File: config.mk
export PLATFORM = sky130hd
export DESIGN_NAME = dtm_timer
export DESIGN_NICKNAME = d
export VERILOG_FILES = /design/src/inc/dtm_pkg.sv /design/src/logic/dtm_timer.sv
export SDC_FILE = /design/constraint.sdc
export NUM_CORES = 1
export LEC_CHECK = 0
export BUFFER_PORTS_ARGS = -buffer_cell sky130_fd_sc_hd__buf_2
export CORE_MARGIN = 3
export CORE_UTILIZATION = 30
export DETAILED_ROUTE_END_ITERATION = 12
export SLEW_MARGIN = 20
export SYNTH_ARGS = -nofsm -noshare
export SYNTH_HDL_FRONTEND = slang
export SYNTH_SLANG_ARGS = --single-unit
File: constraint.sdc
create_clock -name CLK -period 5.6 [get_ports CLK]
set_input_delay 0.28 -clock CLK [delete_from_list [all_inputs] [get_ports CLK]]
set_output_delay 0.28 -clock CLK [all_outputs]
set_load 0.005 [all_outputs]
File: src/inc/dtm_pkg.sv
// dtm_pkg: offsets, field positions, reset values and clock source codes
// for the dual down counter timer block.
// assumes a 32-bit AXI4-Lite register bus, one aligned word per register.
package dtm_pkg;
  // register byte addresses
  localparam logic [7:0] DTM_OFS_CTRL  = 8'h00;
  localparam logic [7:0] DTM_OFS_MODE  = 8'h04;
  localparam logic [7:0] DTM_OFS_CSEL  = 8'h08;
  localparam logic [7:0] DTM_OFS_RUNF  = 8'h0C;
  localparam logic [7:0] DTM_OFS_T0LO  = 8'h10;
  localparam logic [7:0] DTM_OFS_T0HI  = 8'h14;
  localparam logic [7:0] DTM_OFS_T1LO  = 8'h18;
  localparam logic [7:0] DTM_OFS_T1HI  = 8'h1C;
  // control register fields
  localparam int DTM_B_EN   = 0;
  localparam int DTM_B_XEN  = 1;
  // run / full register fields
  localparam int DTM_B_RUN0  = 0;
  localparam int DTM_B_FULL0 = 1;
  localparam int DTM_B_RUN1  = 2;
  localparam int DTM_B_FULL1 = 3;
  // clock select field positions
  localparam int DTM_B_SEL0 = 0;
  localparam int DTM_B_SEL1 = 4;
  // reset values
  localparam logic [7:0] DTM_RST_BYTE = 8'h00;
  localparam logic [2:0] DTM_RST_MODE = 3'h0;
  localparam logic [3:0] DTM_RST_SEL  = 4'h0;
  // timer modes
  localparam logic [2:0] DTM_M0 = 3'h0;
  localparam logic [2:0] DTM_M1 = 3'h1;
  localparam logic [2:0] DTM_M2 = 3'h2;
  localparam logic [2:0] DTM_M3 = 3'h3;
  localparam logic [2:0] DTM_M4 = 3'h4;
  localparam logic [2:0] DTM_M5 = 3'h5;
  localparam logic [2:0] DTM_M6 = 3'h6;
  localparam logic [2:0] DTM_M7 = 3'h7;
  // clock source codes (index into the tick vector)
  localparam int DTM_SRC_RC1    = 0;
  localparam int DTM_SRC_RC8    = 1;
  localparam int DTM_SRC_RC32   = 2;
  localparam int DTM_SRC_RC128  = 3;
  localparam int DTM_SRC_RC512  = 4;
  localparam int DTM_SRC_LP     = 5;
  localparam int DTM_SRC_XD6    = 6;
  localparam int DTM_SRC_CHAIN  = 7;
  localparam int DTM_SRC_XD512  = 8;
  localparam int DTM_SRC_RC90D8 = 9;
  // prescaler masks (divisor minus one)
  localparam logic [8:0] DTM_DIV8   = 9'h007;
  localparam logic [8:0] DTM_DIV32  = 9'h01F;
  localparam logic [8:0] DTM_DIV128 = 9'h07F;
  localparam logic [8:0] DTM_DIV512 = 9'h1FF;
  localparam logic [2:0] DTM_XDIV6  = 3'h5;
  localparam logic [2:0] DTM_R90D8  = 3'h7;
  // AXI responses
  localparam logic [1:0] DTM_OKAY   = 2'h0;
  localparam logic [1:0] DTM_SLVERR = 2'h2;
endpackage

File: src/logic/dtm_timer.sv
// dtm_timer: two down counting timers behind an AXI4-Lite slave.
// assumes oscillator ticks and the wake pin arrive synchronous to CLK.
// Contract
// - eight timer modes, zero to seven, picked by a three-bit field.
// - each mode fixes 8 or 16 bit length and stop or reload.
// - each byte register is either a down counter or reload holder.
// - supported splits of the four bytes into timers per mode.
// - no interrupt; software polls the full flags.
// - each timer clock from its select bits and crystal enable.
// - 12 MHz tick divided by 1, 8, 32, 128 or 512, free of system divider.
// - 4.4 kHz tick taken from both edges of the 2.2 kHz oscillator.
// - timer 0 may count timer 1 underflows.
// - timer 1 may count rising edges on the wake pin.
// - either timer may count crystal ticks divided by six.
// - timer 0 may count crystal ticks divided by 512.
// - timer 0 may count 90 kHz ticks divided by eight.
// - registers load on the system clock, not the counting clock.
// - firmware disables the block before handing back control.
// - single-run timer counts from loaded value to zero, then stops.
// - underflow happens on the counting tick after reaching zero.
// - single-run underflow clears the run bit and sets full.
// - reloading timer copies reload value into counter at underflow.
// - reloading timer sets full; software clears it, runs and stops it.
// - mode zero: 16 bit reload timer 0, reload in timer 1 bytes.
// - modes one to three drive a baud tick from timer 1 underflow.
//
// Our own choices: the placing of the registers and register access over AXI4-Lite.
`timescale 1ns/1ps
module dtm_timer (
  input  wire logic        CLK,
  input  wire logic        RST_N,
  input  wire logic [7:0]  AWADDR,
  input  wire logic        AWVALID,
  output logic             AWREADY,
  input  wire logic [31:0] WDATA,
  input  wire logic [3:0]  WSTRB,
  input  wire logic        WVALID,
  output logic             WREADY,
  output logic [1:0]       BRESP,
  output logic             BVALID,
  input  wire logic        BREADY,
  input  wire logic [7:0]  ARADDR,
  input  wire logic        ARVALID,
  output logic             ARREADY,
  output logic [31:0]      RDATA,
  output logic [1:0]       RRESP,
  output logic             RVALID,
  input  wire logic        RREADY,
  input  wire logic        RC12_TICK,
  input  wire logic        LP_OSC,
  input  wire logic        RC90_TICK,
  input  wire logic        XTAL_TICK,
  input  wire logic        WAKE_IN,
  output logic             BAUD_TICK
);
  import dtm_pkg::*;

  // software visible state
  logic       en;
  logic       xen;
  logic [2:0] mode;
  logic [3:0] sel0;
  logic [3:0] sel1;
  logic       run0;
  logic       full0;
  logic       run1;
  logic       full1;
  logic [7:0] tl0;
  logic [7:0] th0;
  logic [7:0] tl1;
  logic [7:0] th1;
  // bus state
  logic       aw_hold;
  logic       w_hold;
  logic [7:0] aw_addr;
  logic [31:0] w_data;
  logic [3:0] w_strb;
  // prescalers and edge history
  logic [8:0] rc_cnt;
  logic [2:0] x6_cnt;
  logic [8:0] x512_cnt;
  logic [2:0] r90_cnt;
  logic       lp_prev;
  logic       wake_prev;

  // tick selection, used for both timers
  function automatic logic pick_tick(input logic [15:0] v, input logic [3:0] s);
    pick_tick = v[s];
  endfunction

  // bus handshake decode
  wire aw_take = AWVALID & AWREADY;
  wire w_take  = WVALID & WREADY;
  wire ar_take = ARVALID & ARREADY;
  wire wr_do   = aw_hold & w_hold & ~BVALID;
  wire next_aw_hold = (aw_hold | aw_take) & ~wr_do;
  wire next_w_hold  = (w_hold | w_take) & ~wr_do;
  wire next_bvalid  = wr_do | (BVALID & ~BREADY);
  wire next_rvalid  = ar_take | (RVALID & ~RREADY);
  wire ld = wr_do & w_strb[0];
  // write decode; writes land on the system clock edge
  wire wr_ctrl = ld & (aw_addr == DTM_OFS_CTRL);
  wire wr_mode = ld & (aw_addr == DTM_OFS_MODE);
  wire wr_csel = ld & (aw_addr == DTM_OFS_CSEL);
  wire wr_runf = ld & (aw_addr == DTM_OFS_RUNF);
  wire wr_tl0  = ld & (aw_addr == DTM_OFS_T0LO);
  wire wr_th0  = ld & (aw_addr == DTM_OFS_T0HI);
  wire wr_tl1  = ld & (aw_addr == DTM_OFS_T1LO);
  wire wr_th1  = ld & (aw_addr == DTM_OFS_T1HI);
  wire wr_any  = wr_tl0 | wr_th0 | wr_tl1 | wr_th1;
  wire wr_bad  = aw_addr[1:0] != 2'h0 || aw_addr > DTM_OFS_T1HI;
  wire [7:0] wb = w_data[7:0];

  // mode decode: what each byte pair does in each mode
  wire t0_used = mode != DTM_M4 && mode != DTM_M7;
  wire t0_16   = mode == DTM_M0 || mode == DTM_M1 || mode == DTM_M6;
  wire t0_rel  = mode == DTM_M0 || mode == DTM_M2 || mode == DTM_M5;
  wire tb_used = mode == DTM_M3;
  wire t1_used = mode != DTM_M0 && mode != DTM_M7;
  wire t1_16   = mode == DTM_M4 || mode == DTM_M5 || mode == DTM_M6;
  wire t1_rel  = mode >= DTM_M1 && mode <= DTM_M4;
  wire baud_md = mode >= DTM_M1 && mode <= DTM_M3;
  // in mode three the timer 1 run bit belongs to the second 8 bit half
  wire t1_run  = tb_used ? en : run1;
  // reload sources per mode
  wire [15:0] rel0 = t0_16 ? {th1, tl1} : {8'h00, th0};
  wire [15:0] rel1 = t1_16 ? {th0, tl0} : {8'h00, th1};

  // prescaled 12 MHz ticks, independent of any system divider
  wire rc1   = RC12_TICK;
  wire rc8   = RC12_TICK & ((rc_cnt & DTM_DIV8) == DTM_DIV8);
  wire rc32  = RC12_TICK & ((rc_cnt & DTM_DIV32) == DTM_DIV32);
  wire rc128 = RC12_TICK & ((rc_cnt & DTM_DIV128) == DTM_DIV128);
  wire rc512 = RC12_TICK & (rc_cnt == DTM_DIV512);
  // either edge of the 2.2 kHz wave gives the 4.4 kHz tick
  wire lp_tick = LP_OSC ^ lp_prev;
  wire wake_rise = WAKE_IN & ~wake_prev;
  // crystal ticks only pass while the crystal enable is set
  wire xt    = XTAL_TICK & xen;
  wire xd6   = xt & (x6_cnt == DTM_XDIV6);
  wire xd512 = xt & (x512_cnt == DTM_DIV512);
  wire r90d8 = RC90_TICK & (r90_cnt == DTM_R90D8);

  // timer 1 first, so timer 0 can chain on its underflow
  wire [15:0] c1 = {th1, tl1};
  wire c1_zero = t1_16 ? (c1 == 16'h0000) : (tl1 == 8'h00);
  wire [15:0] src1 = {6'h00, 1'b0, 1'b0, wake_rise, xd6, lp_tick,
                      rc512, rc128, rc32, rc8, rc1};
  wire tk1 = pick_tick(src1, sel1);
  wire cnt1 = en & t1_used & t1_run & tk1;
  wire uf1 = cnt1 & c1_zero;
  wire [15:0] dec1 = c1 - 16'h0001;

  wire [15:0] c0 = {th0, tl0};
  wire c0_zero = t0_16 ? (c0 == 16'h0000) : (tl0 == 8'h00);
  wire [15:0] src0 = {6'h00, r90d8, xd512, uf1, xd6, lp_tick,
                      rc512, rc128, rc32, rc8, rc1};
  wire tk0 = pick_tick(src0, sel0);
  wire cnt0 = en & t0_used & run0 & tk0;
  wire uf0 = cnt0 & c0_zero;
  wire [15:0] dec0 = c0 - 16'h0001;
  // second 8 bit half of mode three, single run on the timer 1 flags
  wire cntb = en & tb_used & run1 & tk0;
  wire ufb = cntb & (th0 == 8'h00);

  // next byte values: a software load beats counting in the same cycle
  wire [15:0] n0 = uf0 ? (t0_rel ? rel0 : 16'h0000) : dec0;
  wire [15:0] n1 = uf1 ? (t1_rel ? rel1 : 16'h0000) : dec1;
  wire [7:0] next_tl0 = wr_tl0 ? wb : cnt0 ? n0[7:0] : tl0;
  wire [7:0] next_th0 = wr_th0 ? wb
                      : (cnt0 & t0_16) ? n0[15:8]
                      : (cntb & ~ufb) ? th0 - 8'h01 : th0;
  wire [7:0] next_tl1 = wr_tl1 ? wb : cnt1 ? n1[7:0] : tl1;
  wire [7:0] next_th1 = wr_th1 ? wb : (cnt1 & t1_16) ? n1[15:8] : th1;

  // run and full flags: a hardware stop beats a software run, a hardware full set beats a software clear
  wire sw_run0  = wr_runf ? wb[DTM_B_RUN0] : run0;
  wire sw_run1  = wr_runf ? wb[DTM_B_RUN1] : run1;
  wire sw_full0 = wr_runf ? full0 & wb[DTM_B_FULL0] : full0;
  wire sw_full1 = wr_runf ? full1 & wb[DTM_B_FULL1] : full1;
  wire stop0 = uf0 & ~t0_rel;
  wire stop1 = (uf1 & ~t1_rel & ~tb_used) | ufb;
  wire next_run0  = sw_run0 & ~stop0;
  wire next_run1  = sw_run1 & ~stop1;
  wire next_full0 = sw_full0 | uf0;
  wire next_full1 = sw_full1 | ufb | (uf1 & ~tb_used);

  // read decode; unmapped addresses answer zero with an error
  wire [7:0] ra = ARADDR;
  wire rd_bad = ra[1:0] != 2'h0 || ra > DTM_OFS_T1HI;
  wire [7:0] rd_byte =
      (ra == DTM_OFS_CTRL) ? {6'h00, xen, en}
    : (ra == DTM_OFS_MODE) ? {5'h00, mode}
    : (ra == DTM_OFS_CSEL) ? {sel1, sel0}
    : (ra == DTM_OFS_RUNF) ? {4'h0, full1, run1, full0, run0}
    : (ra == DTM_OFS_T0LO) ? tl0
    : (ra == DTM_OFS_T0HI) ? th0
    : (ra == DTM_OFS_T1LO) ? tl1
    : (ra == DTM_OFS_T1HI) ? th1 : 8'h00;

  // write channel holding and response
  always_ff @(posedge CLK or negedge RST_N) begin
    if (!RST_N) begin
      aw_hold <= 1'b0;
      w_hold  <= 1'b0;
      AWREADY <= 1'b0;
      WREADY  <= 1'b0;
      BVALID  <= 1'b0;
      BRESP   <= DTM_OKAY;
    end else begin
      aw_hold <= next_aw_hold;
      w_hold  <= next_w_hold;
      AWREADY <= ~next_aw_hold & ~next_bvalid;
      WREADY  <= ~next_w_hold & ~next_bvalid;
      BVALID  <= next_bvalid;
      if (wr_do) BRESP <= wr_bad ? DTM_SLVERR : DTM_OKAY;
    end
  end

  // write payload capture
  always_ff @(posedge CLK or negedge RST_N) begin
    if (!RST_N) begin
      aw_addr <= 8'h00;
      w_data  <= 32'h0000_0000;
      w_strb  <= 4'h0;
    end else begin
      if (aw_take) aw_addr <= AWADDR;
      if (w_take) begin
        w_data <= WDATA;
        w_strb <= WSTRB;
      end
    end
  end

  // read channel: data one edge after the address is taken
  always_ff @(posedge CLK or negedge RST_N) begin
    if (!RST_N) begin
      ARREADY <= 1'b0;
      RVALID  <= 1'b0;
      RDATA   <= 32'h0000_0000;
      RRESP   <= DTM_OKAY;
    end else begin
      ARREADY <= ~next_rvalid;
      RVALID  <= next_rvalid;
      if (ar_take) begin
        RDATA <= {24'h00_0000, rd_byte};
        RRESP <= rd_bad ? DTM_SLVERR : DTM_OKAY;
      end
    end
  end

  // configuration registers
  always_ff @(posedge CLK or negedge RST_N) begin
    if (!RST_N) begin
      en   <= 1'b0;
      xen  <= 1'b0;
      mode <= DTM_RST_MODE;
      sel0 <= DTM_RST_SEL;
      sel1 <= DTM_RST_SEL;
    end else begin
      if (wr_ctrl) begin
        en  <= wb[DTM_B_EN];
        xen <= wb[DTM_B_XEN];
      end
      if (wr_mode) mode <= wb[2:0];
      if (wr_csel) begin
        sel0 <= wb[DTM_B_SEL0 +: 4];
        sel1 <= wb[DTM_B_SEL1 +: 4];
      end
    end
  end

  // counters and flags
  always_ff @(posedge CLK or negedge RST_N) begin
    if (!RST_N) begin
      tl0   <= DTM_RST_BYTE;
      th0   <= DTM_RST_BYTE;
      tl1   <= DTM_RST_BYTE;
      th1   <= DTM_RST_BYTE;
      run0  <= 1'b0;
      run1  <= 1'b0;
      full0 <= 1'b0;
      full1 <= 1'b0;
    end else begin
      tl0   <= next_tl0;
      th0   <= next_th0;
      tl1   <= next_tl1;
      th1   <= next_th1;
      run0  <= next_run0;
      run1  <= next_run1;
      full0 <= next_full0;
      full1 <= next_full1;
    end
  end

  // prescalers keep running while disabled so restarts stay cheap
  always_ff @(posedge CLK or negedge RST_N) begin
    if (!RST_N) begin
      rc_cnt    <= 9'h000;
      x6_cnt    <= 3'h0;
      x512_cnt  <= 9'h000;
      r90_cnt   <= 3'h0;
      lp_prev   <= 1'b0;
      wake_prev <= 1'b0;
    end else begin
      if (RC12_TICK) rc_cnt <= rc_cnt + 9'h001;
      if (xt) x6_cnt <= (x6_cnt == DTM_XDIV6) ? 3'h0 : x6_cnt + 3'h1;
      if (xt) x512_cnt <= x512_cnt + 9'h001;
      if (RC90_TICK) r90_cnt <= r90_cnt + 3'h1;
      lp_prev   <= LP_OSC;
      wake_prev <= WAKE_IN;
    end
  end

  // baud tick for the transmitter, only in the modes that provide it
  always_ff @(posedge CLK or negedge RST_N) begin
    if (!RST_N) begin
      BAUD_TICK <= 1'b0;
    end else begin
      BAUD_TICK <= uf1 & baud_md;
    end
  end
endmodule

=== Word level (Yosys, flattened, before mapping) ===
Cells that the tools add are included.
W data, S select, Z words.

* Output and inout bits: 42
* Word-level logic and storage cells: 217
* Bits in registers: 112
* Input bits: 64

* Multiplexer cells: 37
* Equality and inequality tests: 29
* Order comparisons: 7
* Reduce and logical (&&, ||, !) cells: 27
* Add/subtract/negate cells: 7
* Bitwise gates (word level): 77

{| class="wikitable"
|+ Operators with widths
! cell !! number
|-
| $mux W8 || 17
|-
| $mux W16 || 6
|-
| $eq A8 B5 Y1 const B || 8
|-
| $and A1 B1 Y1 || 53
|-
| $logic_not A8 Y1 || 5
|-
| $eq A8 B4 Y1 const B || 4
|-
| $logic_not A16 Y1 || 2
|-
| $sub A16 B1 Y16 const B || 2
|-
| $add A9 B1 Y9 const B || 2
|-
| $eq A3 B3 Y1 const B || 6
|-
| $eq A9 B9 Y1 const B || 2
|-
| $eq A8 B3 Y1 const B || 2
|-
| $gt A8 B5 Y1 const B || 2
|-
| $not A1 Y1 || 15
|-
| $lt A4 B5 Y1 const B || 2
|-
| $reduce_bool A2 Y1 || 5
|-
| $mux W1 || 9
|-
| $bmux W1 S4 || 2
|-
| $logic_or A1 B1 Y1 || 8
|-
| $or A1 B1 Y1 || 8
|-
| $sub A8 B1 Y8 const B || 1
|-
| $eq A7 B7 Y1 const B || 1
|-
| $add A3 B1 Y3 const B || 2
|-
| $eq A3 B2 Y1 const B || 2
|-
| 12 further kinds || 18
|}

=== Depth between registers and ports, before layout ===
Gate-level depths: netlist of the first run.

* Word-level depth: 15
* Mapped depth: 12
* Mapped depth without buffers: 11

=== Worst setup path after synthesis of the first run ===
Ideal clock, no wire load.

* Path type: register -> register
* Start point: register rc_cnt[0]
* End point: register th0[1]
* Slack: 2.806 ns
* Data arrival time: 2.712 ns
* Buffers on the path: 1
* Data required time: 5.518 ns
* Clock period less this slack: 2.794 ns
* Setup time: 0.082 ns
* Stages on the path, launching flop included: 13
* Cells stage by stage: dfrtp_1 ha_1 nand4_1 nor2_1 ha_1 nand2_1 a2111oi_0 o32ai_1 o21bai_4 and2_1 clkbuf_1 mux2_2 a31oi_1

* Longest elaborated chain between the ends: 13
* Elaborated cells between the ends (all ways): 25
* Classes of those cells: eq/ne: 4; mux: 7; bitwise: 13; reduce/logical: 1

{| class="wikitable"
|+ Ends and longest elaborated chain
! what !! line !! RTL
|-
| start: declaration || dtm_timer.sv:79 || <nowiki>logic [8:0] rc_cnt;</nowiki>
|-
| start signal: assignment || dtm_timer.sv:306 || <nowiki>if (RC12_TICK) rc_cnt <= rc_cnt + 9'h001;</nowiki>
|-
| $eq A9 B9 Y1 (tied with other cells) || dtm_timer.sv:134 || <nowiki>wire rc512 = RC12_TICK & (rc_cnt == DTM_DIV512);</nowiki>
|-
| $and A1 B1 Y1, on equally long branches || - ||
|-
| $bmux W1 S4 || dtm_timer.sv:88 || <nowiki>pick_tick = v[s];</nowiki>
|-
| $mux W1 (not written as such) || dtm_timer.sv:88 ||
|-
| $and A1 B1 Y1 || dtm_timer.sv:150 || <nowiki>wire cnt1 = en & t1_used & t1_run & tk1;</nowiki>
|-
| $and A1 B1 Y1 || dtm_timer.sv:151 || <nowiki>wire uf1 = cnt1 & c1_zero;</nowiki>
|-
| $bmux W1 S4 (*) || dtm_timer.sv:88 ||
|-
| $mux W1 (not written as such) (*) || dtm_timer.sv:88 ||
|-
| $and A1 B1 Y1, on equally long branches || dtm_timer.sv:159, dtm_timer.sv:163 ||
|-
| $and A1 B1 Y1, on equally long branches || dtm_timer.sv:160, dtm_timer.sv:164 ||
|-
| $mux W16 / $not A1 Y1 (equally long branches) || dtm_timer.sv:167, dtm_timer.sv:172 ||
|-
| $mux W8 / $and A1 B1 Y1 (equally long branches) || dtm_timer.sv:171, dtm_timer.sv:172 ||
|-
| $mux W8 / $reduce_bool A3 Y1 (equally long branches) || - ||
|-
| end signal: assignment || dtm_timer.sv:286 || <nowiki>th0 <= next_th0;</nowiki>
|-
| end: declaration || dtm_timer.sv:69 || <nowiki>logic [7:0] th0;</nowiki>
|}

Mark *: on every way between the ends. The rest lies on a longest branch, timed or not. The select of a mux whose other input is x is not followed.
A chain may end at the register's enable or synchronous reset.

=== Worst setup path in the final report of the first run ===
* Start point: register rc_cnt[0]
* End point: register tl0[2]

* Longest elaborated chain between the ends: 13
* Elaborated cells between the ends (all ways): 20
* Classes of those cells: eq/ne: 4; mux: 7; bitwise: 8; reduce/logical: 1

{| class="wikitable"
|+ Ends and longest elaborated chain
! what !! line !! RTL
|-
| $eq A9 B9 Y1 (tied with other cells) || dtm_timer.sv:134 ||
|-
| $and A1 B1 Y1, on equally long branches || - ||
|-
| $bmux W1 S4 || dtm_timer.sv:88 ||
|-
| $mux W1 (not written as such) || dtm_timer.sv:88 ||
|-
| $and A1 B1 Y1 || dtm_timer.sv:150 ||
|-
| $and A1 B1 Y1 || dtm_timer.sv:151 ||
|-
| $bmux W1 S4 (*) || dtm_timer.sv:88 ||
|-
| $mux W1 (not written as such) (*) || dtm_timer.sv:88 ||
|-
| $and A1 B1 Y1 (*) || dtm_timer.sv:159 || <nowiki>wire cnt0 = en & t0_used & run0 & tk0;</nowiki>
|-
| $and A1 B1 Y1 || dtm_timer.sv:160 || <nowiki>wire uf0 = cnt0 & c0_zero;</nowiki>
|-
| $mux W16 || dtm_timer.sv:167 || <nowiki>wire [15:0] n0 = uf0 ? (t0_rel ? rel0 : 16'h0000) : dec0;</nowiki>
|-
| $mux W8 (2 in a row) || dtm_timer.sv:169 || <nowiki>wire [7:0] next_tl0 = wr_tl0 ? wb : cnt0 ? n0[7:0] : tl0;</nowiki>
|-
| end signal: assignment || dtm_timer.sv:285 || <nowiki>tl0 <= next_tl0;</nowiki>
|-
| end: declaration || dtm_timer.sv:68 || <nowiki>logic [7:0] tl0;</nowiki>
|}

Marks and branches as above.

==> results of run 1 <==
==> cell type report <==
type	count	area share, %
clock buffers	11	3.18
clock inverters	5	0.870
inverters	15	0.739
multi-input cells	570	50.6
flip-flops and latches	110	36.1
well taps	285	4.68
repair buffers	56	3.84
==> power breakdown <==
group          switching (mW)  internal, mW  total [mW]
Combinational           0.379         0.386       0.764
Clock                   0.322         0.366       0.688
Sequential              0.366         0.989        1.35
==> metal layers <==
metal	vias up	wire, um
met3	40	1790
met1	2741	8520
met5	-	0
li1	2700	-
met2	247	8290
met4	0	561
==> final timing paths <==
| kind | from | end | slack, ns | depth (start not counted) |
|---|---|---|---|---|
| max | rc_cnt[0] | tl0[2] | 2.06 | 11 |
| min | RST_N | tl1[7] | -0.02 | 1 |
| min in group CLK | LP_OSC | lp_prev | 0.04 | 1 |
| min reg2reg | RRESP[1] | RRESP[1] | 0.47 | 2 |
| max reg2reg | rc_cnt[0] | tl0[2] | 2.06 | 11 |
| max in group asynchronous | RST_N | x512_cnt[6] | 4.41 | 2 |
==> registers in the layout, indices dropped and copies added, names as in the netlist, 3 cells and up <==
signal	cells
x6_cnt	3
th0	8
sel0	4
tl1	8
r90_cnt	3
sel1	4
w_data	8
th1	8
aw_addr	8
mode	3
rc_cnt	9
tl0	8
RDATA	8
x512_cnt	9
==> layout by cell type, fill, tap and decap left out, types with 6 or more instances in the layout <==
cell type    n
a21oi_1     34
a22oi_1      6
a31oi_1     22
and2_1       6
and3_1       7
buf_2       51
clkbuf_16    9
conb_1      26
dfrtp_1    110
ha_1        11
inv_1       15
mux2_2      43
mux2i_1     18
mux4_2       9
nand2_1     76
nand3_1     27
nand3b_1     8
nand4_1      6
nor2_1      64
nor3_1      15
nor3b_1      9
o211ai_1     6
o21ai_0     34
o21ai_1      8
o22ai_1      7
or3_1        6
or4_1        6
xnor2_1     14
xor2_1      13
==> logic make-up (layout without fill, tap and decap cells) <==
group | Yosys count | count (layout) | share of synthesized area (%)
adders and majority gates | 11 | 11 | 1.98
DFF | 110 | 110 | 39.6
muxes | 70 | 70 | 12.5
buffers and inverters | 84 | 87 | 6.24
other | 1 | 26 | 0.0540
and+or+nand+nor | 270 | 270 | 20.4
xor gates and xnor gates | 27 | 27 | 3.41
AOI/OAI and AO/OA | 166 | 166 | 15.8
==> through the flow <==
step / setup slack, ns / hold WS [ns] / cells
2_1_floorplan: 2.81 / -0.0156 / 764
3_3_place_gp: 2.14 / 0.396 / 1036
3_5_place_dp: 2.12 / 0.396 / 1036
4_1_cts: 2.10 / 0.000124 / 1052
5_1_grt: 1.71 / 0.0194 / 1052
6_report: 2.06 / -0.0224 / 1052
==> reports/metrics.yaml, run 1 <==
sta:
  fmax_mhz: 283
  hold_ws_ns: -0.0224
  period_minus_slack_ns: 3.54
  worstMarginPinSlew_ns: 0.940
  final.setup.tns_ns: 0
  fin_crit_sh_pct: 63.2
  slew_headroom_pct: 37.1
  maxSlewViolCount: 0
  hold_violations: 39
  rsz0062_at_grt: "false"
  finalSetupViolations: 0
  clock-skew-final_ns: 0.0114
setup_path:
  cpPeakStageDelay_ns: 0.58
  path_cells: "ha_1, nand4_1, nor2_1, ha_1, nand2_1, a2111oi_0, o32ai_1, o21bai_4, nand3_2, or4_1, a31oi_1"
  start_kind: "register"
  critPathKind: "reg -> reg"
  path_common_cell: "ha_1"
  crit_fanout: 15
  crit_required_ns: 5.89
  crit_path_top_delay_cell: "or4_1"
  cp-end-kind: "register"
  critPathBufInv: 0
  crit_arrival_ns: 3.83
  cp_top_family: "simple AND/OR/NAND/NOR gates"
global_route:
  grt_pass1_wl_um: 30300
  antenna_found_initial: 0
  grtUsageMet2_pct: 23.0
  top_usage_layer: "met2"
  grt_max_degree: 57
  grt_use_total_pct: 15.6
  use_met3_pct: 4.43
  gr-total-overflow: 0
  use_met1_pct: 22.1
  first_global_vias: 5299
clock_network:
  clock_path_buffers: 2
  hold_buffers: 0
  clock_sinks: 110
  cts_resized: 0
  cts_tree: "built"
  path_clk_slew_ns: 0.08
  cts_inserted_buffers: 9
  postCtsSetupBuffers: 0
  cts-root-buf: "clkbuf_16"
  cts.htree.levels: 3
  insertion_delay_ns: 0.37
detailed_routing:
  via_per_inst: 5.44
  dr_total_vias: 5728
  drt_iter0_drc: 511
  ant_nets: 0
  wl_um: 19200
  first_pass_iters: 5
  drc_errors: 0
  post_drt_wl_per_cell_um: 18.2
cells_and_area:
  diodes: 0
  area_delta_synth_final_pct: 9.80
  final_cell_area_um2: 7620
  register_area_um2: 2750
  fillerInstances: 2352
  multi_input_area_um2: 3860
  nNetsFinal: 837
  layout-drive-gt1-share_pct: 19.4
  fin_util_pct: 33.6
synthesis:
  synth_top_cell_by_area: "dfrtp_1"
  ys.flop_type: "dfrtp_1"
  synth-edff-count: 0
  synth_cell_types: 74
  synth_seq_cells: 110
  synthTopCellsByArea: "dfrtp_1 (40%), mux2_2 (7.0%), nand2_1 (4.1%)"
  netlist_area_um2: 6940
  yosysTopAreaCellShare_pct: 39.6
  postSynth.asyncResetShare_pct: 100
  netlist_instances: 739
  synthTopCellsByCount: "dfrtp_1 (110), nand2_1 (76), nor2_1 (64)"
  avgSynthCellArea_um2: 9.40
  ys_warn_count: 0
  synth_seq_area_share_pct: 39.6
  yosysMostFrequentCell: "dfrtp_1"
placed_design:
  placed_cell_area_um2: 7310
  dp_hpwl_um: 13700
  io_buffers: 52
  place.gp.congestion: 0.918
floorplanning:
  dieArea_um2: 25000
  core-area_um2: 22700
  io_pins: 106
  die_w_um: 158
  start_util_pct: 30.6
  floorplan.rows: 55
  die_y_um: 158
pwr:
  p_leak_nw: 3.20
  max-vdd-ir-drop_v: 0.000225
  powerDensity_nw_per_um2: 368
  total_power_mw: 2.81
run:
  maxCapViolations: 0
outcome:
  run_status: "finished with violations"
  failed_checks: "hold timing"
hold_path:
  hold_path.class: "in -> async"
(Power assumes the default switching activity.)
==> inputs of run 2 (changes only) <==
--- a/config.mk
+++ b/config.mk
@@ -5,6 +5,7 @@
 export SDC_FILE = /design/constraint.sdc
 export NUM_CORES = 1
 export LEC_CHECK = 0
+export ABC_AREA = 1
 export BUFFER_PORTS_ARGS = -buffer_cell sky130_fd_sc_hd__buf_2
 export CORE_MARGIN = 3
 export CORE_UTILIZATION = 30
==> constraint.sdc (replaced) <==
create_clock -name CLK -period 3.3 [get_ports CLK]
set_input_delay 0.165 -clock CLK [delete_from_list [all_inputs] [get_ports CLK]]
set_output_delay 0.165 -clock CLK [all_outputs]
set_load 0.005 [all_outputs]
==> run 2 against run 1 <==
Compared with the run above:
- the flow now finishes without violations
- largest power group unchanged
- synthesized area unchanged
- utilization up 1.0 points
- power up 87%
- wire length up 8.6%
- non-clock buffer count up 16
- clock skew up 0.0057 ns
- sequential power up 56%
- clock-buffer cell count down 1
- maximum frequency up 24%
- combinational power rose to 2.6 times the previous value
==> reports/metrics.yaml, run 2 <==
synthesis:
  ys_warn_count: 0  # unchanged
  netlist_instances: 938  # +27%
  avgSynthCellArea_um2: 7.40  # -21%
  synth_seq_cells: 110  # unchanged
  postSynth.asyncResetShare_pct: 100  # unchanged
  synthTopCellsByCount: "nand2_1 (254), inv_1 (113), dfrtp_1 (110)"
  ys.flop_type: "dfrtp_1"
  yosysTopAreaCellShare_pct: 39.6  # unchanged
  netlist_area_um2: 6940  # unchanged
  synth_top_cell_by_area: "dfrtp_1"
  synth-edff-count: 0  # unchanged
  synthTopCellsByArea: "dfrtp_1 (40%), nand2_1 (14%), inv_1 (6.1%)"
  synth_seq_area_share_pct: 39.6  # unchanged
  synth_cell_types: 49  # -34%
  yosysMostFrequentCell: "nand2_1"
run:
  maxCapViolations: 0  # unchanged
pwr:
  combPwrFrac_pct: 38.5  # +11 points
  p_seq_share_pct: 40.0  # -8.3 points
  max-vdd-ir-drop_v: 0.000322  # +43%
  p_int_mw: 3.00  # +72%
  powerDensity_nw_per_um2: 668  # +82%
  total_power_mw: 5.25  # +87%
  p_leak_nw: 3.94  # +23%
  p_sw_mw: 2.25  # +110%
  clockPowerShare_pct: 21.5  # -3.0 points
  p_sw_share_pct: 42.9  # +4.9 points
outcome:
  run_status: "completed"
placed_design:
  place.gp.congestion: 0.988  # +7.6%
  post-place-ws_ns: 0.448  # -1.67 ns
  placed_cell_area_um2: 7460  # +2.0%
  dp_hpwl_um: 16000  # +17%
  dp.cells: 1265  # +22%
  io_buffers: 52  # unchanged
detailed_routing:
  wl_met1_um: 10200  # +20%
  first_pass_iters: 5  # unchanged
  ant_nets: 0  # unchanged
  dr_total_vias: 6411  # +12%
  post_drt_wl_per_cell_um: 16.1  # -11%
  via_per_inst: 4.97  # -8.7%
  drc_errors: 0  # unchanged
  wl_met2_um: 8790  # +6.0%
  drt_iter0_drc: 578  # +13%
  topRoutingLayerUsed: "met4"
  wl_um: 20800  # +8.6%
  wl_met3_um: 1340  # -25%
floorplanning:
  start_util_pct: 30.6  # unchanged
  die_w_um: 158  # unchanged
  core-area_um2: 22700  # unchanged
  floorplan.rows: 55  # unchanged
  dieArea_um2: 25000  # unchanged
  die_y_um: 158  # unchanged
  io_pins: 106  # unchanged
sta:
  worstMarginPinSlew_ns: 0.696  # -0.243 ns
  fmax_mhz: 351  # +24%
  layout_setup_ws_ns: 0.452  # -1.61 ns
  rsz0062_at_grt: "false"
  clock-skew-final_ns: 0.0171  # +0.00570 ns
  fin_crit_sh_pct: 86.3  # +23 points
  hold_violations: 0  # -100%
  slew_headroom_pct: 53.1  # +16 points
  hold_ws_ns: 0.0152  # +0.0376 ns
  finalSetupViolations: 0  # unchanged
  maxSlewViolCount: 0  # unchanged
  final.setup.tns_ns: 0  # unchanged
  period_minus_slack_ns: 2.85  # -0.690 ns
clock_network:
  insertion_delay_ns: 0.37  # about the same
  cts.htree.levels: 3  # unchanged
  clock_sinks: 110  # unchanged
  path_clk_slew_ns: 0.08  # about the same
  cts_inserted_buffers: 9  # unchanged
  cts-root-buf: "clkbuf_16"
  postCtsSetupBuffers: 0  # unchanged
  cts_tree: "built"
  cts_resized: 0  # unchanged
  clock_path_buffers: 2  # unchanged
cells_and_area:
  final_cell_area_um2: 7860  # +3.1%
  stdcell_count: 1290  # +23%
  largest_registers: "rc_cnt x9, x512_cnt x9"
  final_common_cell: "nand2_1"
  area_delta_synth_final_pct: 13.2
  fin_util_pct: 34.6  # +1.0 points
  layout-drive-gt1-share_pct: 11.8  # -7.6 points
  final_cell_mix: "nand2_1 (254), inv_1 (113), dfrtp_1 (110), o21ai_0 (77), nor2_1 (64)"
  nNetsFinal: 1076  # +29%
  diodes: 0  # unchanged
setup_path:
  cp-end-kind: "register"
  crit_fanout: 17  # +2
  start_kind: "register"
  reg2reg_from: "rc_cnt[0]"
  crit_required_ns: 3.56  # -2.33 ns
  cp.depth: 22  # +11
  cp_top_family: "simple AND/OR/NAND/NOR gates"
  crit_arrival_ns: 3.10  # -0.73 ns
  cpPeakStageDelay_ns: 0.39  # -0.19 ns
  reg2regPathDepth: 22  # +11
  critPathBufInv: 2  # +2
  path_common_cell: "nand2_1"
  r2r_setup_slack_ns: 0.45  # -1.61 ns
  critPathKind: "reg -> reg"
  startpoint: "rc_cnt[0]"
  crit_path_top_delay_cell: "dfrtp_1"
  path_cells: "ha_1, nand2_1, nor2_2, and3_1, ha_1, nand2_1, inv_1, a21oi_1, o21ai_0, nand2_1, nand2_1, nand4_1, nand2_1, nand2_1, nand2_1, nand2_2, nand2_4, nand3_4, nand3_4, inv_1, nand2_1, nand2_1"
hold_path:
  hold_path.class: "in -> reg"
  hold_depth: 3
  worstHoldStart: "WDATA[4]"
global_route:
  antenna_found_initial: 0  # unchanged
  grt_pass1_wl_um: 33100  # +9.2%
  gr-total-overflow: 0  # unchanged
  grt_use_total_pct: 17.0  # +1.4 points
  first_global_vias: 5883  # +11%
  grt_max_degree: 64  # +12%
[run 2: cell count changes after synthesis, moves of 10 or more]
cell | before | now
xor2_1 | 13 | 28
mux2i_1 | 18 | 0
a21oi_1 | 34 | 50
a21oi_2 | 0 | 10
o221ai_1 | 2 | 20
a31oi_1 | 22 | 6
nand2_1 | 76 | 254
mux2_2 | 43 | 2
o21ai_0 | 34 | 77
clkbuf_1 | 29 | 11
inv_1 | 15 | 113
[run 2: path summary, 6_finish.rpt]
path | to
setup reg to reg | th0[1]
hold reg to reg | ARREADY
min in group asynchronous | th0[4]
setup / recovery | th0[1]
hold / removal | w_data[4]
max in group asynchronous | mode[0]
[run 2: worst register-to-register path: cells and delay by family, from the launching register on]
kind                     cells  cell delay [ns]
buffers and inverters        2             0.23
AO/OA/AOI/OAI                2             0.12
AND/OR/NAND/NOR             16             1.66
flip-flops                   1             0.39
adder cells (fa/ha/maj)      2             0.33
[run 2: per-layer routing]
metal  track usage [%]  up-vias
met4              5.37        0
met5                 0        -
met2              24.9      220
li1                  -     3162
met1              25.7     3002
met3              2.76       27
[run 2: what timing repair did]
item / CTS / global route
hold buffers: 10 / 0
endpoints found under the setup margin: 0 / 0
endpoints found under the hold margin: 56 / 0
[run 2: logic make-up (layout without fill, tap and decap cells)]
kind of cell	count (synthesis)	in the layout	share of synthesized area, %
fa+ha+maj	11	11	1.98
xor+xnor	35	35	4.42
mux	2	2	0.324
other cells	1	26	0.0540
buf+inv	170	212	10.9
compound gates	201	201	17.4
simple gates	408	408	25.3
flops	110	110	39.6
[run 2: area by class of cell]
cell class | instances | area (um2)
inverter | 125 | 473
multi-input combinational | 683 | 3530
clock inverter | 5 | 67.6
sequential | 110 | 2750
fill | 2428 | 14900
clock buffer | 10 | 229
tap | 285 | 357
timing repair buffer | 72 | 450
[run 2: power groups by stage]
stage | logic, mW | registers (mW) | clock network [mW]
2_1_floorplan | 1.47 | 1.94 | 0
3_5_place_dp | 1.99 | 2.11 | 0
6_report | 2.02 | 2.10 | 1.13
5_1_grt | 2.28 | 2.15 | 1.21
4_1_cts | 2.00 | 2.09 | 1.16
3_3_place_gp | 1.96 | 2.11 | 0
==> inputs of run 3 (changes only) <==
--- a/config.mk
+++ b/config.mk
@@ -6,10 +6,10 @@
 export NUM_CORES = 1
 export LEC_CHECK = 0
 export ABC_AREA = 1
-export BUFFER_PORTS_ARGS = -buffer_cell sky130_fd_sc_hd__buf_2
 export CORE_MARGIN = 3
 export CORE_UTILIZATION = 30
 export DETAILED_ROUTE_END_ITERATION = 12
+export DONT_BUFFER_PORTS = 1
 export SLEW_MARGIN = 20
 export SYNTH_ARGS = -nofsm -noshare
 export SYNTH_HDL_FRONTEND = slang
==> run 3 against run 2 <==
Compared with the run above:
- clock power increased by 11%
- hold slack got worse by 0.013 ns
- register-to-register slack about the same
- maximum frequency about the same
- sequential power about the same
- non-clock buffer count decreased by 36
==> reports/metrics.yaml, run 3 (synthesis results as in run 2) <==
outcome:
  run_status: "completed"
global_route:
  grt_use_total_pct: 17.2  # +0.12 points
  grt_pass1_wl_um: 33200  # +0.34%
  first_global_vias: 5924  # +0.70%
  grt_max_degree: 111  # +73%
  gr-total-overflow: 0  # unchanged
  antenna_found_initial: 0  # unchanged
clock_network:
  clock_path_buffers: 2  # unchanged
  path_clk_slew_ns: 0.08  # about the same
  cts-root-buf: "clkbuf_16"
  insertion_delay_ns: 0.37  # about the same
  cts_resized: 0  # unchanged
  hold_buffers: 26  # +16
  postCtsSetupBuffers: 0  # unchanged
  cts_tree: "built"
  cts_inserted_buffers: 9  # unchanged
  clock_sinks: 110  # unchanged
  cts.htree.levels: 3  # unchanged
setup_path:
  critPathKind: "reg -> reg"
  start_kind: "register"
  rr_endpoint: "th0[4]"
  r2r_setup_slack_ns: 0.45  # about the same
  reg2regPathDepth: 22  # unchanged
  crit_required_ns: 3.56  # about the same
  crit_fanout: 17  # unchanged
  cp-end-kind: "register"
  reg2reg_from: "rc_cnt[0]"
  crit_arrival_ns: 3.11  # about the same
cells_and_area:
  area_delta_synth_final_pct: 12.3
  nNetsFinal: 1040  # -3.3%
  fillerInstances: 2387  # -1.7%
  final_cell_mix: "nand2_1 (254), inv_1 (113), dfrtp_1 (110), o21ai_0 (77), nor2_1 (64)"
  fin_util_pct: 34.3  # -0.26 points
  diodes: 0  # unchanged
  layout-drive-gt1-share_pct: 7.22  # -4.6 points
  largest_registers: "rc_cnt x9, x512_cnt x9"
  final_common_cell: "nand2_1"
  multi_input_area_um2: 3530  # unchanged
  register_area_um2: 2750  # unchanged
sta:
  clock-skew-final_ns: 0.0117  # -0.00540 ns
  slew_headroom_pct: 59.4  # +6.3 points
  hold_ws_ns: 0.00236  # -0.0129 ns
  rsz0062_at_grt: "false"
  maxSlewViolCount: 0  # unchanged
  fmax_mhz: 351  # about the same
  finalSetupViolations: 0  # unchanged
  final.setup.tns_ns: 0  # unchanged
  worstMarginPinSlew_ns: 0.603  # -0.0934 ns
  hold_violations: 0  # unchanged
  period_minus_slack_ns: 2.85  # +0.00224 ns
  fin_crit_sh_pct: 86.4  # about the same
floorplanning:
  die_w_um: 158  # unchanged
  core-area_um2: 22700  # unchanged
  die_y_um: 158  # unchanged
  floorplan.rows: 55  # unchanged
  dieArea_um2: 25000  # unchanged
  start_util_pct: 30.6  # unchanged
  io_pins: 106  # unchanged
detailed_routing:
  drc_errors: 0  # unchanged
  dr_total_vias: 6319  # -1.4%
  post_drt_wl_per_cell_um: 16.7  # +3.6%
  wl_um: 21000  # +0.81%
  drt_iter0_drc: 574  # -0.69%
  ant_nets: 0  # unchanged
  via_per_inst: 5.04  # +1.3%
  first_pass_iters: 5  # unchanged
pwr:
  p_leak_nw: 3.81  # -3.3%
  max-vdd-ir-drop_v: 0.000361  # +12%
  total_power_mw: 5.33  # +1.4%
  powerDensity_nw_per_um2: 683  # +2.2%
hold_path:
  hold_end: "rc_cnt[6]"
  hold_depth: 3  # unchanged
  hold_path.class: "in -> reg"
  worstHoldStart: "RC12_TICK"
run:
  maxCapViolations: 0  # unchanged
placed_design:
  io_buffers: 0  # -100%
  dp_hpwl_um: 15800  # -1.6%
  place.gp.congestion: 0.944  # -4.5%
-- run 3: cell count changes in the layout (fill, tap and decap cells not counted) --
cell           change
clkinv_4           -2
dlygate4sd3_1     +15
inv_8              +2
buf_16             +1
bufinv_16          +1
clkbuf_1           -1
clkinvlp_4         +1
buf_2             -51
buf_12             -1
-- run 3: worst max-delay path: stages, from the launching register on --
cell and delay, ns:
dfrtp_1 0.39, ha_1 0.19, nand2_1 0.07, nor2_2 0.16
and3_1 0.18, ha_1 0.13, nand2_1 0.05, inv_1 0.06
a21oi_1 0.05, o21ai_0 0.08, nand2_1 0.07, nand2_1 0.07
nand4_1 0.10, nand2_1 0.07, nand2_1 0.05, nand2_1 0.07
nand2_2 0.06, nand2_4 0.11, nand3_4 0.25, nand3_4 0.23
inv_1 0.16, nand2_1 0.09, nand2_1 0.05
-- run 3: through the flow --
| step | instances | area (um2) | worst slack [ns] |
|---|---|---|---|
| floorplan | 963 | 7040 | 0.891 |
| global placement | 1213 | 7190 | 0.485 |
| detailed placement | 1213 | 7190 | 0.473 |
| CTS | 1255 | 7800 | 0.444 |
| global route | 1255 | 7800 | 0.132 |
| finish | 1255 | 7800 | 0.449 |
-- run 3: layer usage --
layer	GRT usage [%]	part of all wire [%]	up-vias	wire, um
met1	24.8	46	2957	9730
li1	-	-	3098	-
met2	25.9	43	225	9120
met3	3.01	7.3	39	1540
met4	5.90	2.9	0	599
met5	0	0	-	0
-- run 3: worst max-delay path by stage --
stage / start / to / slack (ns) / cells past startpoint
6_report: rc_cnt[0] / th0[4] / 0.45 / 22
5_1_grt: rc_cnt[0] / th0[0] / 0.13 / 22
4_1_cts: rc_cnt[0] / th0[5] / 0.44 / 22
3_5_place_dp: rc_cnt[0] / th0[4] / 0.47 / 22
3_3_place_gp: rc_cnt[0] / th0[7] / 0.49 / 22
2_1_floorplan: rc_cnt[0] / th0[1] / 0.89 / 24
-- run 3: final cells by class --
type | count | share of cell area, %
inverter | 125 | 6.06
clock inverter | 7 | 1.41
clock buffer | 9 | 2.89
multi-input combinational | 683 | 45.3
tap | 285 | 4.57
sequential | 110 | 35.3
timing repair buffer | 36 | 4.52
-- run 3: power by group --
part | leakage [nW] | internal, mW | switching [mW] | total (mW)
Combinational | 2.34 | 0.688 | 1.30 | 1.99
Clock | 0.162 | 0.686 | 0.567 | 1.25
Sequential | 1.31 | 1.70 | 0.385 | 2.09
